File: src/maf_params.svh
`ifndef MAF_PARAMS_SVH
`define MAF_PARAMS_SVH

// ****************************************************************
// Register byte offsets
// ****************************************************************
`define MAF_OFS_NET_CTRL 8'h00
`define MAF_OFS_NET_CFG 8'h04
`define MAF_OFS_SM2_LOW 8'h08
`define MAF_OFS_SM2_HIGH 8'h0c
`define MAF_OFS_SM3_LOW 8'h10
`define MAF_OFS_SM3_HIGH 8'h14
`define MAF_OFS_SM4_LOW 8'h18
`define MAF_OFS_SM4_HIGH 8'h1c
`define MAF_OFS_TYPE_CMP 8'h20
`define MAF_OFS_PHY_CTRL 8'h24
`define MAF_OFS_PAUSE_CNT 8'h28
`define MAF_OFS_TXOK_CNT 8'h2c
`define MAF_OFS_ONECOL_CNT 8'h30

// ****************************************************************
// Field positions
// ****************************************************************
`define MAF_BIT_RX_ENABLE 2
`define MAF_BIT_STAT_WE 7
`define MAF_BIT_LONG_FRAME 8
`define MAF_BIT_RMII 0
`define MAF_BIT_XCVR_CLK 1

// ****************************************************************
// Reset values, frame limits and counter widths
// ****************************************************************
`define MAF_RST_WORD 32'h0000_0000
`define MAF_RST_PHY_CTRL 2'h0
`define MAF_LEN_MIN 11'h040
`define MAF_LEN_MAX 11'h5ee
`define MAF_LEN_MAX_LONG 11'h600
`define MAF_PAUSE_W 16
`define MAF_TXOK_W 24
`define MAF_ONECOL_W 16

`endif

File: src/maf_pkg.sv
package maf_pkg;

  typedef enum {
    MAF_R_NONE, MAF_R_CTRL, MAF_R_CFG, MAF_R_SM_LOW, MAF_R_SM_HIGH,
    MAF_R_TYPE, MAF_R_PHY, MAF_R_PAUSE, MAF_R_TXOK, MAF_R_ONECOL
  } maf_reg_e;

  typedef struct packed {
    logic valid;
    logic [10:0] length;
    logic fcs_err;
    logic align_err;
    logic symbol_err;
    logic is_pause;
    logic [47:0] dest;
    logic [15:0] type_len;
  } maf_rx_evt_s;

  typedef struct packed {
    logic valid;
    logic underrun;
    logic retry_limit;
    logic [4:0] collisions;
  } maf_tx_evt_s;

endpackage

File: src/maf_regs.sv
// Added by the designer: register access over APB and the register addresses.
`timescale 1ns/1ps
`include "maf_params.svh"
// Functional notes
// [RQ1] Low station registers hold address bits 31:0; bit 0 is the group bit.
// [RQ2] High station registers hold bits 47:32 in 15:0; upper bits read zero.
// [RQ3] The 16-bit type value is compared with each received type field.
// [RQ4] Interface-select bit one gives RMII mode, zero gives MII mode.
// [RQ5] Transceiver clock bit one passes the clock; zero blocks it.
// [RQ6] Reading a statistics counter clears it to zero.
// [RQ7] Statistics counters stick at all ones instead of wrapping.
// [RQ8] Receive counters advance only while receive enable is set.
// [RQ9] Counter writes work only while control bit 7 is set.
// [RQ10] Software reads counters often enough to avoid saturation.
// [RQ11] Pause counter is 16 bits and counts good pause frames.
// [RQ12] Good frame: 64 to 1518 bytes, 1536 if long, no errors.
// [RQ13] Transmit-OK counter is 24 bits, no underrun, retry limit kept.
// [RQ14] One-collision counter is 16 bits, success after exactly one collision.
module maf_regs (
  // Clock and reset.
  input wire logic core_clk,
  input wire logic rstn,
  // APB slave.
  input wire logic psel,
  input wire logic penable,
  input wire logic pwrite,
  input wire logic [7:0] paddr,
  input wire logic [31:0] pwdata,
  output logic [31:0] prdata,
  output logic pready,
  output logic pslverr,
  // Frame events.
  input wire maf_pkg::maf_rx_evt_s rx_evt,
  input wire maf_pkg::maf_tx_evt_s tx_evt,
  // Filter results and PHY controls.
  output logic [2:0] station_hit,
  output logic type_hit,
  output logic rmii_mode,
  output logic xcvr_clock_on
);
  import maf_pkg::*;

  // ****************************************************************
  // Address decode
  // ****************************************************************
  function automatic maf_reg_e dec(input logic [7:0] a);
    if (a == `MAF_OFS_NET_CTRL) begin
      return MAF_R_CTRL;
    end else if (a == `MAF_OFS_NET_CFG) begin
      return MAF_R_CFG;
    end else if (a == `MAF_OFS_SM2_LOW || a == `MAF_OFS_SM3_LOW ||
                 a == `MAF_OFS_SM4_LOW) begin
      return MAF_R_SM_LOW;
    end else if (a == `MAF_OFS_SM2_HIGH || a == `MAF_OFS_SM3_HIGH ||
                 a == `MAF_OFS_SM4_HIGH) begin
      return MAF_R_SM_HIGH;
    end else if (a == `MAF_OFS_TYPE_CMP) begin
      return MAF_R_TYPE;
    end else if (a == `MAF_OFS_PHY_CTRL) begin
      return MAF_R_PHY;
    end else if (a == `MAF_OFS_PAUSE_CNT) begin
      return MAF_R_PAUSE;
    end else if (a == `MAF_OFS_TXOK_CNT) begin
      return MAF_R_TXOK;
    end else if (a == `MAF_OFS_ONECOL_CNT) begin
      return MAF_R_ONECOL;
    end else begin
      return MAF_R_NONE;
    end
  endfunction

  // Saturating counter step; a clear still keeps a same-cycle event.
  function automatic logic [23:0] cnt_step(input logic [23:0] cur,
      input logic [23:0] maxv, input logic inc, input logic clr);
    if (clr) begin
      return {23'h0, inc};
    end else if (inc && cur != maxv) begin
      return cur + 24'h1;
    end else begin
      return cur;
    end
  endfunction

  maf_reg_e sel;
  logic rd_take;
  logic wr_take;
  logic [1:0] slot;
  assign sel = dec(paddr);
  assign rd_take = psel && !penable && !pwrite;
  assign wr_take = psel && penable && pwrite;
  assign slot = (paddr[4:3] == 2'h1) ? 2'h0 :
                (paddr[4:3] == 2'h2) ? 2'h1 : 2'h2;
  assign pready = 1'b1;

  // ****************************************************************
  // Control and filter registers
  // ****************************************************************
  logic rx_en_q;
  logic stat_we_q;
  logic long_q;
  logic [15:0] tid_q;
  logic [1:0] phy_q;
  logic [31:0] sm_low_q [3];
  logic [15:0] sm_high_q [3];

  always_ff @(posedge core_clk or negedge rstn) begin
    if (!rstn) begin
      rx_en_q <= 1'b0;
      stat_we_q <= 1'b0;
      long_q <= 1'b0;
      tid_q <= 16'h0;
      phy_q <= `MAF_RST_PHY_CTRL;
    end else if (wr_take) begin
      if (sel == MAF_R_CTRL) begin
        rx_en_q <= pwdata[`MAF_BIT_RX_ENABLE];
        stat_we_q <= pwdata[`MAF_BIT_STAT_WE];
      end
      if (sel == MAF_R_CFG) begin
        long_q <= pwdata[`MAF_BIT_LONG_FRAME];
      end
      if (sel == MAF_R_TYPE) begin
        tid_q <= pwdata[15:0];
      end
      if (sel == MAF_R_PHY) begin
        phy_q <= {pwdata[`MAF_BIT_XCVR_CLK], pwdata[`MAF_BIT_RMII]};
      end
    end
  end

  genvar g;
  generate
    for (g = 0; g < 3; g++) begin : gen_slot
      always_ff @(posedge core_clk or negedge rstn) begin
        if (!rstn) begin
          sm_low_q[g] <= `MAF_RST_WORD;
          sm_high_q[g] <= 16'h0;
        end else if (wr_take && slot == 2'(g)) begin
          if (sel == MAF_R_SM_LOW) begin
            sm_low_q[g] <= pwdata; // RQ1
          end
          if (sel == MAF_R_SM_HIGH) begin
            sm_high_q[g] <= pwdata[15:0]; // RQ2
          end
        end
      end
      assign station_hit[g] = rx_evt.valid &&
          rx_evt.dest == {sm_high_q[g], sm_low_q[g]}; // RQ1
    end
  endgenerate

  assign type_hit = rx_evt.valid && rx_evt.type_len == tid_q; // RQ3
  assign rmii_mode = phy_q[0]; // RQ4
  assign xcvr_clock_on = phy_q[1]; // RQ5

  // ****************************************************************
  // Statistics counters
  // ****************************************************************
  logic [10:0] len_top;
  logic rx_good;
  logic pause_inc;
  logic txok_inc;
  logic onecol_inc;
  logic [15:0] pause_q;
  logic [23:0] txok_q;
  logic [15:0] onecol_q;
  logic [23:0] pause_d;
  logic [23:0] txok_d;
  logic [23:0] onecol_d;
  logic st_wr;

  assign len_top = long_q ? `MAF_LEN_MAX_LONG : `MAF_LEN_MAX;
  assign rx_good = rx_evt.length >= `MAF_LEN_MIN &&
      rx_evt.length <= len_top && !rx_evt.fcs_err &&
      !rx_evt.align_err && !rx_evt.symbol_err; // RQ12
  assign pause_inc = rx_evt.valid && rx_evt.is_pause && rx_good &&
      rx_en_q; // RQ8 RQ11
  assign txok_inc = tx_evt.valid && !tx_evt.underrun &&
      !tx_evt.retry_limit; // RQ13
  assign onecol_inc = txok_inc && tx_evt.collisions == 5'h1; // RQ14
  assign st_wr = wr_take && stat_we_q; // RQ9

  assign pause_d = cnt_step({8'h0, pause_q}, 24'h00ffff, pause_inc,
      rd_take && sel == MAF_R_PAUSE); // RQ6 RQ7
  assign txok_d = cnt_step(txok_q, 24'hffffff, txok_inc,
      rd_take && sel == MAF_R_TXOK); // RQ6 RQ7
  assign onecol_d = cnt_step({8'h0, onecol_q}, 24'h00ffff, onecol_inc,
      rd_take && sel == MAF_R_ONECOL); // RQ6 RQ7

  always_ff @(posedge core_clk or negedge rstn) begin
    if (!rstn) begin
      pause_q <= 16'h0;
      txok_q <= 24'h0;
      onecol_q <= 16'h0;
    end else begin
      pause_q <= (st_wr && sel == MAF_R_PAUSE) ? pwdata[15:0] :
          pause_d[15:0]; // RQ9
      txok_q <= (st_wr && sel == MAF_R_TXOK) ? pwdata[23:0] : txok_d;
      onecol_q <= (st_wr && sel == MAF_R_ONECOL) ? pwdata[15:0] :
          onecol_d[15:0];
    end
  end

  // ****************************************************************
  // Read data, captured in the setup phase
  // ****************************************************************
  logic [31:0] rd_mux;
  assign rd_mux =
      (sel == MAF_R_CTRL) ? 32'({stat_we_q, 4'h0, rx_en_q, 2'h0}) :
      (sel == MAF_R_CFG) ? 32'({long_q, 8'h0}) :
      (sel == MAF_R_SM_LOW) ? sm_low_q[slot] :
      (sel == MAF_R_SM_HIGH) ? {16'h0, sm_high_q[slot]} : // RQ2
      (sel == MAF_R_TYPE) ? {16'h0, tid_q} :
      (sel == MAF_R_PHY) ? {30'h0, phy_q} :
      (sel == MAF_R_PAUSE) ? {16'h0, pause_q} :
      (sel == MAF_R_TXOK) ? {8'h0, txok_q} :
      (sel == MAF_R_ONECOL) ? {16'h0, onecol_q} : 32'h0;

  always_ff @(posedge core_clk or negedge rstn) begin
    if (!rstn) begin
      prdata <= 32'h0;
      pslverr <= 1'b0;
    end else if (psel && !penable) begin
      prdata <= pwrite ? 32'h0 : rd_mux;
      pslverr <= (sel == MAF_R_NONE);
    end
  end
endmodule

File: config.mk
export PLATFORM = sky130hd
export DESIGN_NAME = maf_regs
export DESIGN_NICKNAME = d
export VERILOG_FILES = /design/src/maf_pkg.sv /design/src/maf_regs.sv
export VERILOG_INCLUDE_DIRS = /design/src
export SDC_FILE = /design/constraint.sdc
export NUM_CORES = 1
export LEC_CHECK = 0
export ABC_CLOCK_PERIOD_IN_PS = 4340
export BUFFER_PORTS_ARGS = -buffer_cell sky130_fd_sc_hd__buf_4
export CAP_MARGIN = 15
export CORE_MARGIN = 5
export CORE_UTILIZATION = 57
export CTS_CLUSTER_SIZE = 24
export DETAILED_ROUTE_END_ITERATION = 7
export PLACE_DENSITY = 0.82
export SETUP_SLACK_MARGIN = 0.02
export SYNTH_ARGS = -nofsm -noshare
export SYNTH_HDL_FRONTEND = slang
export SYNTH_SLANG_ARGS = --single-unit
File: constraint.sdc
create_clock -name core_clk -period 4.34 [get_ports core_clk]
set_input_delay 0.217 -clock core_clk [delete_from_list [all_inputs] [get_ports core_clk]]
set_output_delay 0.217 -clock core_clk [all_outputs]
set_load 0.02 [all_outputs]
# [Word-level counts from Yosys, hierarchy flattened]
# Cells that the tools add are included.
[op_classes] n_lt_le_gt_ge=3 n_reduce_logical=58 n_div=0 bitwise_logic=1 n_mux=37 n_shift=0 n_eq_ne=33 mul=0 n_addsub=3
[ops] op="two-way mux 32 bit" n=8
[ops] op="two-way mux 24 bit" n=8
[ops] op="== test 48 bit" n=3
[ops] op="two-way mux 16 bit" n=9
[ops] op="== test 32 x 4 -> 1 bit, second input constant" n=4
[ops] op="binary-select mux 32 bit (select 2 bit)" n=1
[ops] op="== test 32 x 3 -> 1 bit, second input constant" n=2
[ops] op="== test 32 x 5 -> 1 bit, second input constant" n=2
[ops] op="== test 8 x 6 -> 1 bit, second input constant" n=5
[ops] op="adder 16 x 1 -> 16 bit, second input constant" n=2
[ops] op="binary-select mux 16 bit (select 2 bit)" n=1
[ops] op="== test 32 x 2 -> 1 bit, second input constant" n=1
[ops] op="== test 8 x 5 -> 1 bit, second input constant" n=4
[ops] op="zero test 32 bit" n=1
[ops] op="inequality test 16 bit, second input constant" n=2
[ops] op="logical AND 1 bit" n=31
[ops] op="two-way mux 4 bit" n=7
[ops] op="adder 24 x 1 -> 24 bit, second input constant" n=1
[ops] op="inequality test 24 bit, second input constant" n=1
[ops] op="AND reduction 2 bit" n=10
[ops] op="== test 16 bit" n=1
[ops] op="== test 8 x 4 -> 1 bit, second input constant" n=2
[ops] op=">= comparator 11 x 7 -> 1 bit, second input constant" n=1
[ops] op="<= comparator 11 bit" n=1
[ops] op="other kinds (13)" n=27
[totals] word_cells=151 ramBits=0 reg_bits=254 mem_bits_ro=0 latch_bits=0 output_inout_bits=40 memories=0

# [Depth between registers and ports, before layout]
[depth] word_depth=21 mapped_depth=12 ltp_nobuf=8

# [Least setup slack after synthesis]
# OpenSTA, ideal clock, no wires.
[synth_timing] path_type="flip-flop to flip-flop" from="reg long_q" to="reg pause_q[0]" path_slack_ns=1.708 path_stages_with_launch=9 path_buffers=1 required_ns=4.258 arrival_time_ns=2.550 cell_sequence="dfrtp_1 -> ha_1 -> or2b_1 -> or4_4 -> a311o_1 -> or2_0 -> buf_6 -> or3_1 -> a31oi_1"
[synth_via] elab_chain_cells=10 word_cells_on_any_way=12 cone_classes="1 x order compare; 3 x mux; 8 x reduce/logical"
[synth_rtl] element="start: declaration" line="maf_regs.sv:100" source="logic long_q;"
[synth_rtl] element="start signal: assignment" line="maf_regs.sv:119" source="long_q <= pwdata[`MAF_BIT_LONG_FRAME];"
[synth_rtl] element="two-way mux 10 bit (no line) *"
[synth_rtl] element="<= comparator 11 bit *" line="maf_regs.sv:173" source="rx_evt.length <= len_top && !rx_evt.fcs_err &&"
[synth_rtl] element="logical AND 1 bit * (4 in a row)" line="maf_regs.sv:172" source="assign rx_good = rx_evt.length >= `MAF_LEN_MIN &&"
[synth_rtl] element="logical AND 1 bit * (2 in a row)" line="maf_regs.sv:175" source="assign pause_inc = rx_evt.valid && rx_evt.is_pause && rx_good &&"
[synth_rtl] element="two-way mux 16 bit / logical AND 1 bit (equally long branches)" line="maf_regs.sv:75, maf_regs.sv:77"
[synth_rtl] element="two-way mux 16 bit / nonzero test 3 bit (equally long branches)"
[synth_rtl] element="end signal: assignment" line="maf_regs.sv:195" source="pause_q <= (st_wr && sel == MAF_R_PAUSE) ? pwdata[15:0] :"
[synth_rtl] element="end: declaration" line="maf_regs.sv:163" source="logic [15:0] pause_q;"
# Mark *: on every way between the ends. The rest lies on a longest branch, timed or not.
# A chain may end at the register's enable or synchronous reset.

# [Worst setup path in the final report]
[layout_timing] from="in paddr[7]" to="reg sm_low_q[49] in the netlist's numbering"
[layout_via] elab_chain_cells=12 word_cells_on_any_way=28 cone_classes="13 x eq/ne; 9 x mux; 6 x reduce/logical"
[layout_rtl] element="start: declaration" line="maf_regs.sv:27" source="input wire logic [7:0] paddr,"
[layout_rtl] element="== test 8 x 6 -> 1 bit (no line)"
[layout_rtl] element="two-way mux 4 bit" line="maf_regs.sv:65" source="end else if (a == `MAF_OFS_ONECOL_CNT) begin"
[layout_rtl] element="two-way mux 4 bit" line="maf_regs.sv:63" source="end else if (a == `MAF_OFS_TXOK_CNT) begin"
[layout_rtl] element="two-way mux 4 bit" line="maf_regs.sv:61" source="end else if (a == `MAF_OFS_PAUSE_CNT) begin"
[layout_rtl] element="two-way mux 4 bit" line="maf_regs.sv:59" source="end else if (a == `MAF_OFS_PHY_CTRL) begin"
[layout_rtl] element="two-way mux 4 bit" line="maf_regs.sv:57" source="end else if (a == `MAF_OFS_TYPE_CMP) begin"
[layout_rtl] element="two-way mux 4 bit" line="maf_regs.sv:54" source="end else if (a == `MAF_OFS_SM2_HIGH || a == `MAF_OFS_SM3_HIGH ||"
[layout_rtl] element="two-way mux 4 bit" line="maf_regs.sv:51" source="end else if (a == `MAF_OFS_SM2_LOW || a == `MAF_OFS_SM3_LOW ||"
[layout_rtl] element="two-way mux 32 bit" line="maf_regs.sv:49" source="end else if (a == `MAF_OFS_NET_CFG) begin"
[layout_rtl] element="two-way mux 32 bit *" line="maf_regs.sv:47" source="if (a == `MAF_OFS_NET_CTRL) begin"
[layout_rtl] element="== test 32 x 3 -> 1 bit *" line="maf_regs.sv:138" source="if (sel == MAF_R_SM_LOW) begin"
[layout_rtl] element="AND reduction 2 bit (no line) *"
[layout_rtl] element="end signal: indexed assignment" line="maf_regs.sv:135" source="sm_low_q[g] <= `MAF_RST_WORD;"
[layout_rtl] element="end signal: indexed assignment" line="maf_regs.sv:139" source="sm_low_q[g] <= pwdata;"
[layout_rtl] element="end: declaration" line="maf_regs.sv:103" source="logic [31:0] sm_low_q [3];"
# Marked as above.

==> results.txt <==
----------------------------------------------------
[Global route]
  Global-route wire length before repair ... 80.68 mm
  Number of global-route vias before repair ... 13660
  Global-route usage over all layers ... 33.88%
  Global route overflow ... 0
  Number of antenna violations at the first check in global routing ... 1
  Largest net degree at the start of global routing ... 107

[Power and ir drop]
  Worst vdd ir ... 0.3123 mV
  LEAKAGE ... 8.336 nW
  Total power per unit cell area ... 313.4 nW/um^2

[Critical path]
  Slowest CP cell ... or3_1
  Type of the worst setup path ... in2reg
  Category of cells accounting for the largest share of critical-path delay ... simple AND/OR/NAND/NOR gates
  Crit. Startpoint ... paddr[7]
  Sum of buffers and inverters on the critical path ... 3
  Crit start category ... primary input
  Instance count on the critical path ... 8
  Type of destination of the critical path ... flip-flop
  Worst endpoint required time ... 4.77 ns
  Max stage delay on crit path ... 0.75 ns
  Number of cells on the worst reg-to-reg path ... 8
  Beginning of the worst register-to-register path ... long_q
  Terminus of the critical flop-to-flop path ... pause_q[7]
  Setup slack of the worst register-to-register path ... 1.34 ns
  CP cell instances ... dlygate4sd3_1 -> buf_4 -> nor3_1 -> o21ai_0 -> or3_1 -> nor2_4 -> buf_12 -> mux2_2
  Worst endpoint data arrival time ... 3.64 ns
  Crit-path max FO ... 22
  Critical Path End ... sm_low_q[49]

[Outcome]
  Outcome ... finished clean

[STA]
  Worst slew margin relative to its limit ... 25.27%
  Worst Clk Skew ... 0.01257 ns
  Min Tclk post-route ... 3.209 ns
  Final-report hold violation count ... 0
  Final-report setup violation count ... 0
  Final clock period utilization by the worst path ... 73.93%
  Final count of pins violating max slew ... 0
  Final-layout setup total negative slack ... 0 ns
  Top achievable clock speed ... 311.7 MHz
  RSZ-0062 raised after global routing ... no
  Pin slew with the least headroom to its limit ... 1.113 ns

[Drt]
  Post-route DRC ... 0
  ANT nets after route ... 0
  Wire per inst ... 25.35 um
  Number of vias in the routed layout ... 14000
  Via/cell ratio ... 6.711
  Wirelength, routed ... 52.88 mm
  Detailed Route Iter0 Violations ... 1788
  Pre-antenna DRT Iters ... 6

[Layout]
  Sequential standard cell area ... 6356 um^2
  Filler cells ... 2003
  Layout cell share with drive strength beyond 1 ... 23.87%
  ANT cells ... 0
  Net count of the finished layout ... 1877
  Relative area change from synthesis to final layout ... 17.87%
  Combined area of the multi-input logic cells ... 8277 um^2
  Non-filler instance count after layout ... 2086

[Floorplan]
  Initial Util ... 58.00%
  Height of the die ... 172.8 um
  Area of the core ... 26060 um^2
  Area enclosed by the die boundary ... 29870 um^2
  Top-Level Pins ... 173
  Horizontal extent of the die ... 172.8 um
  Total number of placement rows ... 59

[Synthesis]
  Sequential area share after synthesis ... 42.06%
  Top post-synthesis cells by count ... 254 x dfrtp_1, 165 x nand2_1, 156 x mux2_2
  Most numerous cell in the Yosys netlist ... dfrtp_1
  Netlist cell types ... 73
  Syn. warnings ... 0
  Number of flip-flops and latches in the synthesized netlist ... 254
  Area leader, netlist ... dfrtp_1
  Gate count of the mapped netlist ... 1577
  Top cell type's share of synthesized area ... 42.06%
  Most used DFF post-synth ... dfrtp_1
  Main area contributors after synthesis ... dfrtp_1 42%, mux2_2 12%, xor2_1 5.9%
  Mean instance size in the synthesized netlist ... 9.584 um^2
  Fraction of registers with async set or reset after synthesis ... 100.0%
  EDFF count, synth ... 0
  Post-Synthesis Net Count ... 1724
  Synthesized area ... 15110 um^2

[Clock tree]
  Source-to-sink clock delay at the later pin of the worst-skew pair ... 0.55 ns
  Buffer type at the clock tree root ... clkbuf_16
  Clk sink count ... 254
  Inserted Clock Buffers ... 28
  CTS max path bufs ... 3
  Count of H-tree levels built during CTS ... 1
  PostCTS Resize Cnt ... 0
  TritonCTS clock tree ... done
  Clock-pin slew on the worst setup and hold paths ... 0.07 ns

[Place]
  Inst Count DP ... 2014
  Buffers on Ports ... 171
  Routability-driven placement congestion ratio ... 0.9921
  DPL Wire Length ... 37.69 mm

[Min path]
  Hold Path Class ... in2reg

[Flow run]
  Number of maximum-capacitance violations ... 0

----------------------------------------------------
-- layout make-up --
type	instances	share of cell area [%]
clock inverter	13	0.6743
inverter	32	0.6743
clock buffer	38	4.545
timing repair buffer	215	9.609
sequential	254	35.68
tap	335	2.353
multi-input combinational	1199	46.46
-- metrics by stage --
step / cell area (um^2) / hold slack, ns / setup slack [ns] / utilization [%] / total power [W]
final: 17810 / 0.02760 / 1.131 / 68.36 / 0.005582
after global routing: 17810 / 0.02708 / 1.028 / 68.36 / 0.005722
after floorplan: 15110 / -0.07859 / 1.708 / - / 0.002811
after CTS: 17810 / 0.009863 / 1.246 / 68.36 / 0.005568
after detailed placement: 16670 / 0.3242 / 1.247 / 63.98 / 0.003158
after global placement: 16670 / 0.3182 / 1.299 / 63.98 / 0.003143
-- timing repair --
| item | CTS | global route |
|---|---|---|
| buffers inserted | 0 | 0 |
| hold buffers | 21 | 0 |
| hold endpoints to repair | 159 | 0 |
-- routing by layer --
metal	wire length [um]	global-route usage, %	vias to the layer above
met5	14	0	-
met4	2354	12.94	2
met3	6364	8.799	138
met2	23120	51.15	907
met1	21030	47.24	6895
li1	-	-	6057
-- power by group --
group	switching (W)	total, W	internal, W
combinational	0.000394	0.000644	0.000250
clock	0.00101	0.00243	0.00142
sequential	0.0000875	0.00251	0.00242
total	0.00149	0.00558	0.00409
-- cell usage in the layout, fill, tap and decap left out, types with 41 or more instances in the layout --
cell type	instances
xnor2_1	41
a21oi_1	127
xor2_1	101
nand2_1	165
buf_4	190
nor2_1	115
dfrtp_1	254
o21ai_0	83
mux2_2	156
mux2i_1	52
-- registers in the layout (all words and copies together) (netlist names), 2 cells and up --
signal	flops
onecol_q	16
pause_q	16
phy_q	2
prdata	32
sm_high_q	48
sm_low_q	96
tid_q	16
txok_q	24
-- worst min-delay path by stage --
| stage | startpoint | to | slack, ns | depth (start not counted) |
|---|---|---|---|---|
| final | pwdata[0] | txok_q[0] | 0.03 | 3 |
| after global routing | pwdata[10] | txok_q[10] | 0.03 | 3 |
| after CTS | pwdata[10] | txok_q[10] | 0.01 | 3 |
| after detailed placement | rstn | txok_q[19] | 0.32 | 1 |
| after global placement | rstn | txok_q[16] | 0.32 | 1 |
| after floorplan | rstn | long_q | -0.08 | 0 |
-- worst reg2reg max path, delay by kind of cell, from the launching register on --
family	cells	cell delay, ns
flops	1	0.51
buf+inv	1	0.11
fa+ha+maj	1	0.30
compound gates	2	0.54
simple gates	4	1.38
-- kinds of logic (layout without fill, tap and decap cells) --
| kind of cell | after synthesis | count (layout) | synth area share (%) |
|---|---|---|---|
| compound gates | 379 | 379 | 15.71 |
| xor+xnor | 142 | 142 | 8.229 |
| fa+ha+maj | 14 | 14 | 1.159 |
| buf+inv | 124 | 298 | 3.427 |
| flops | 254 | 254 | 42.06 |
| mux | 208 | 208 | 15.07 |
| other cells | 1 | 1 | 0.02481 |
| simple gates | 455 | 455 | 14.32 |
No activity file was read; power rests on OpenSTA's default activity.
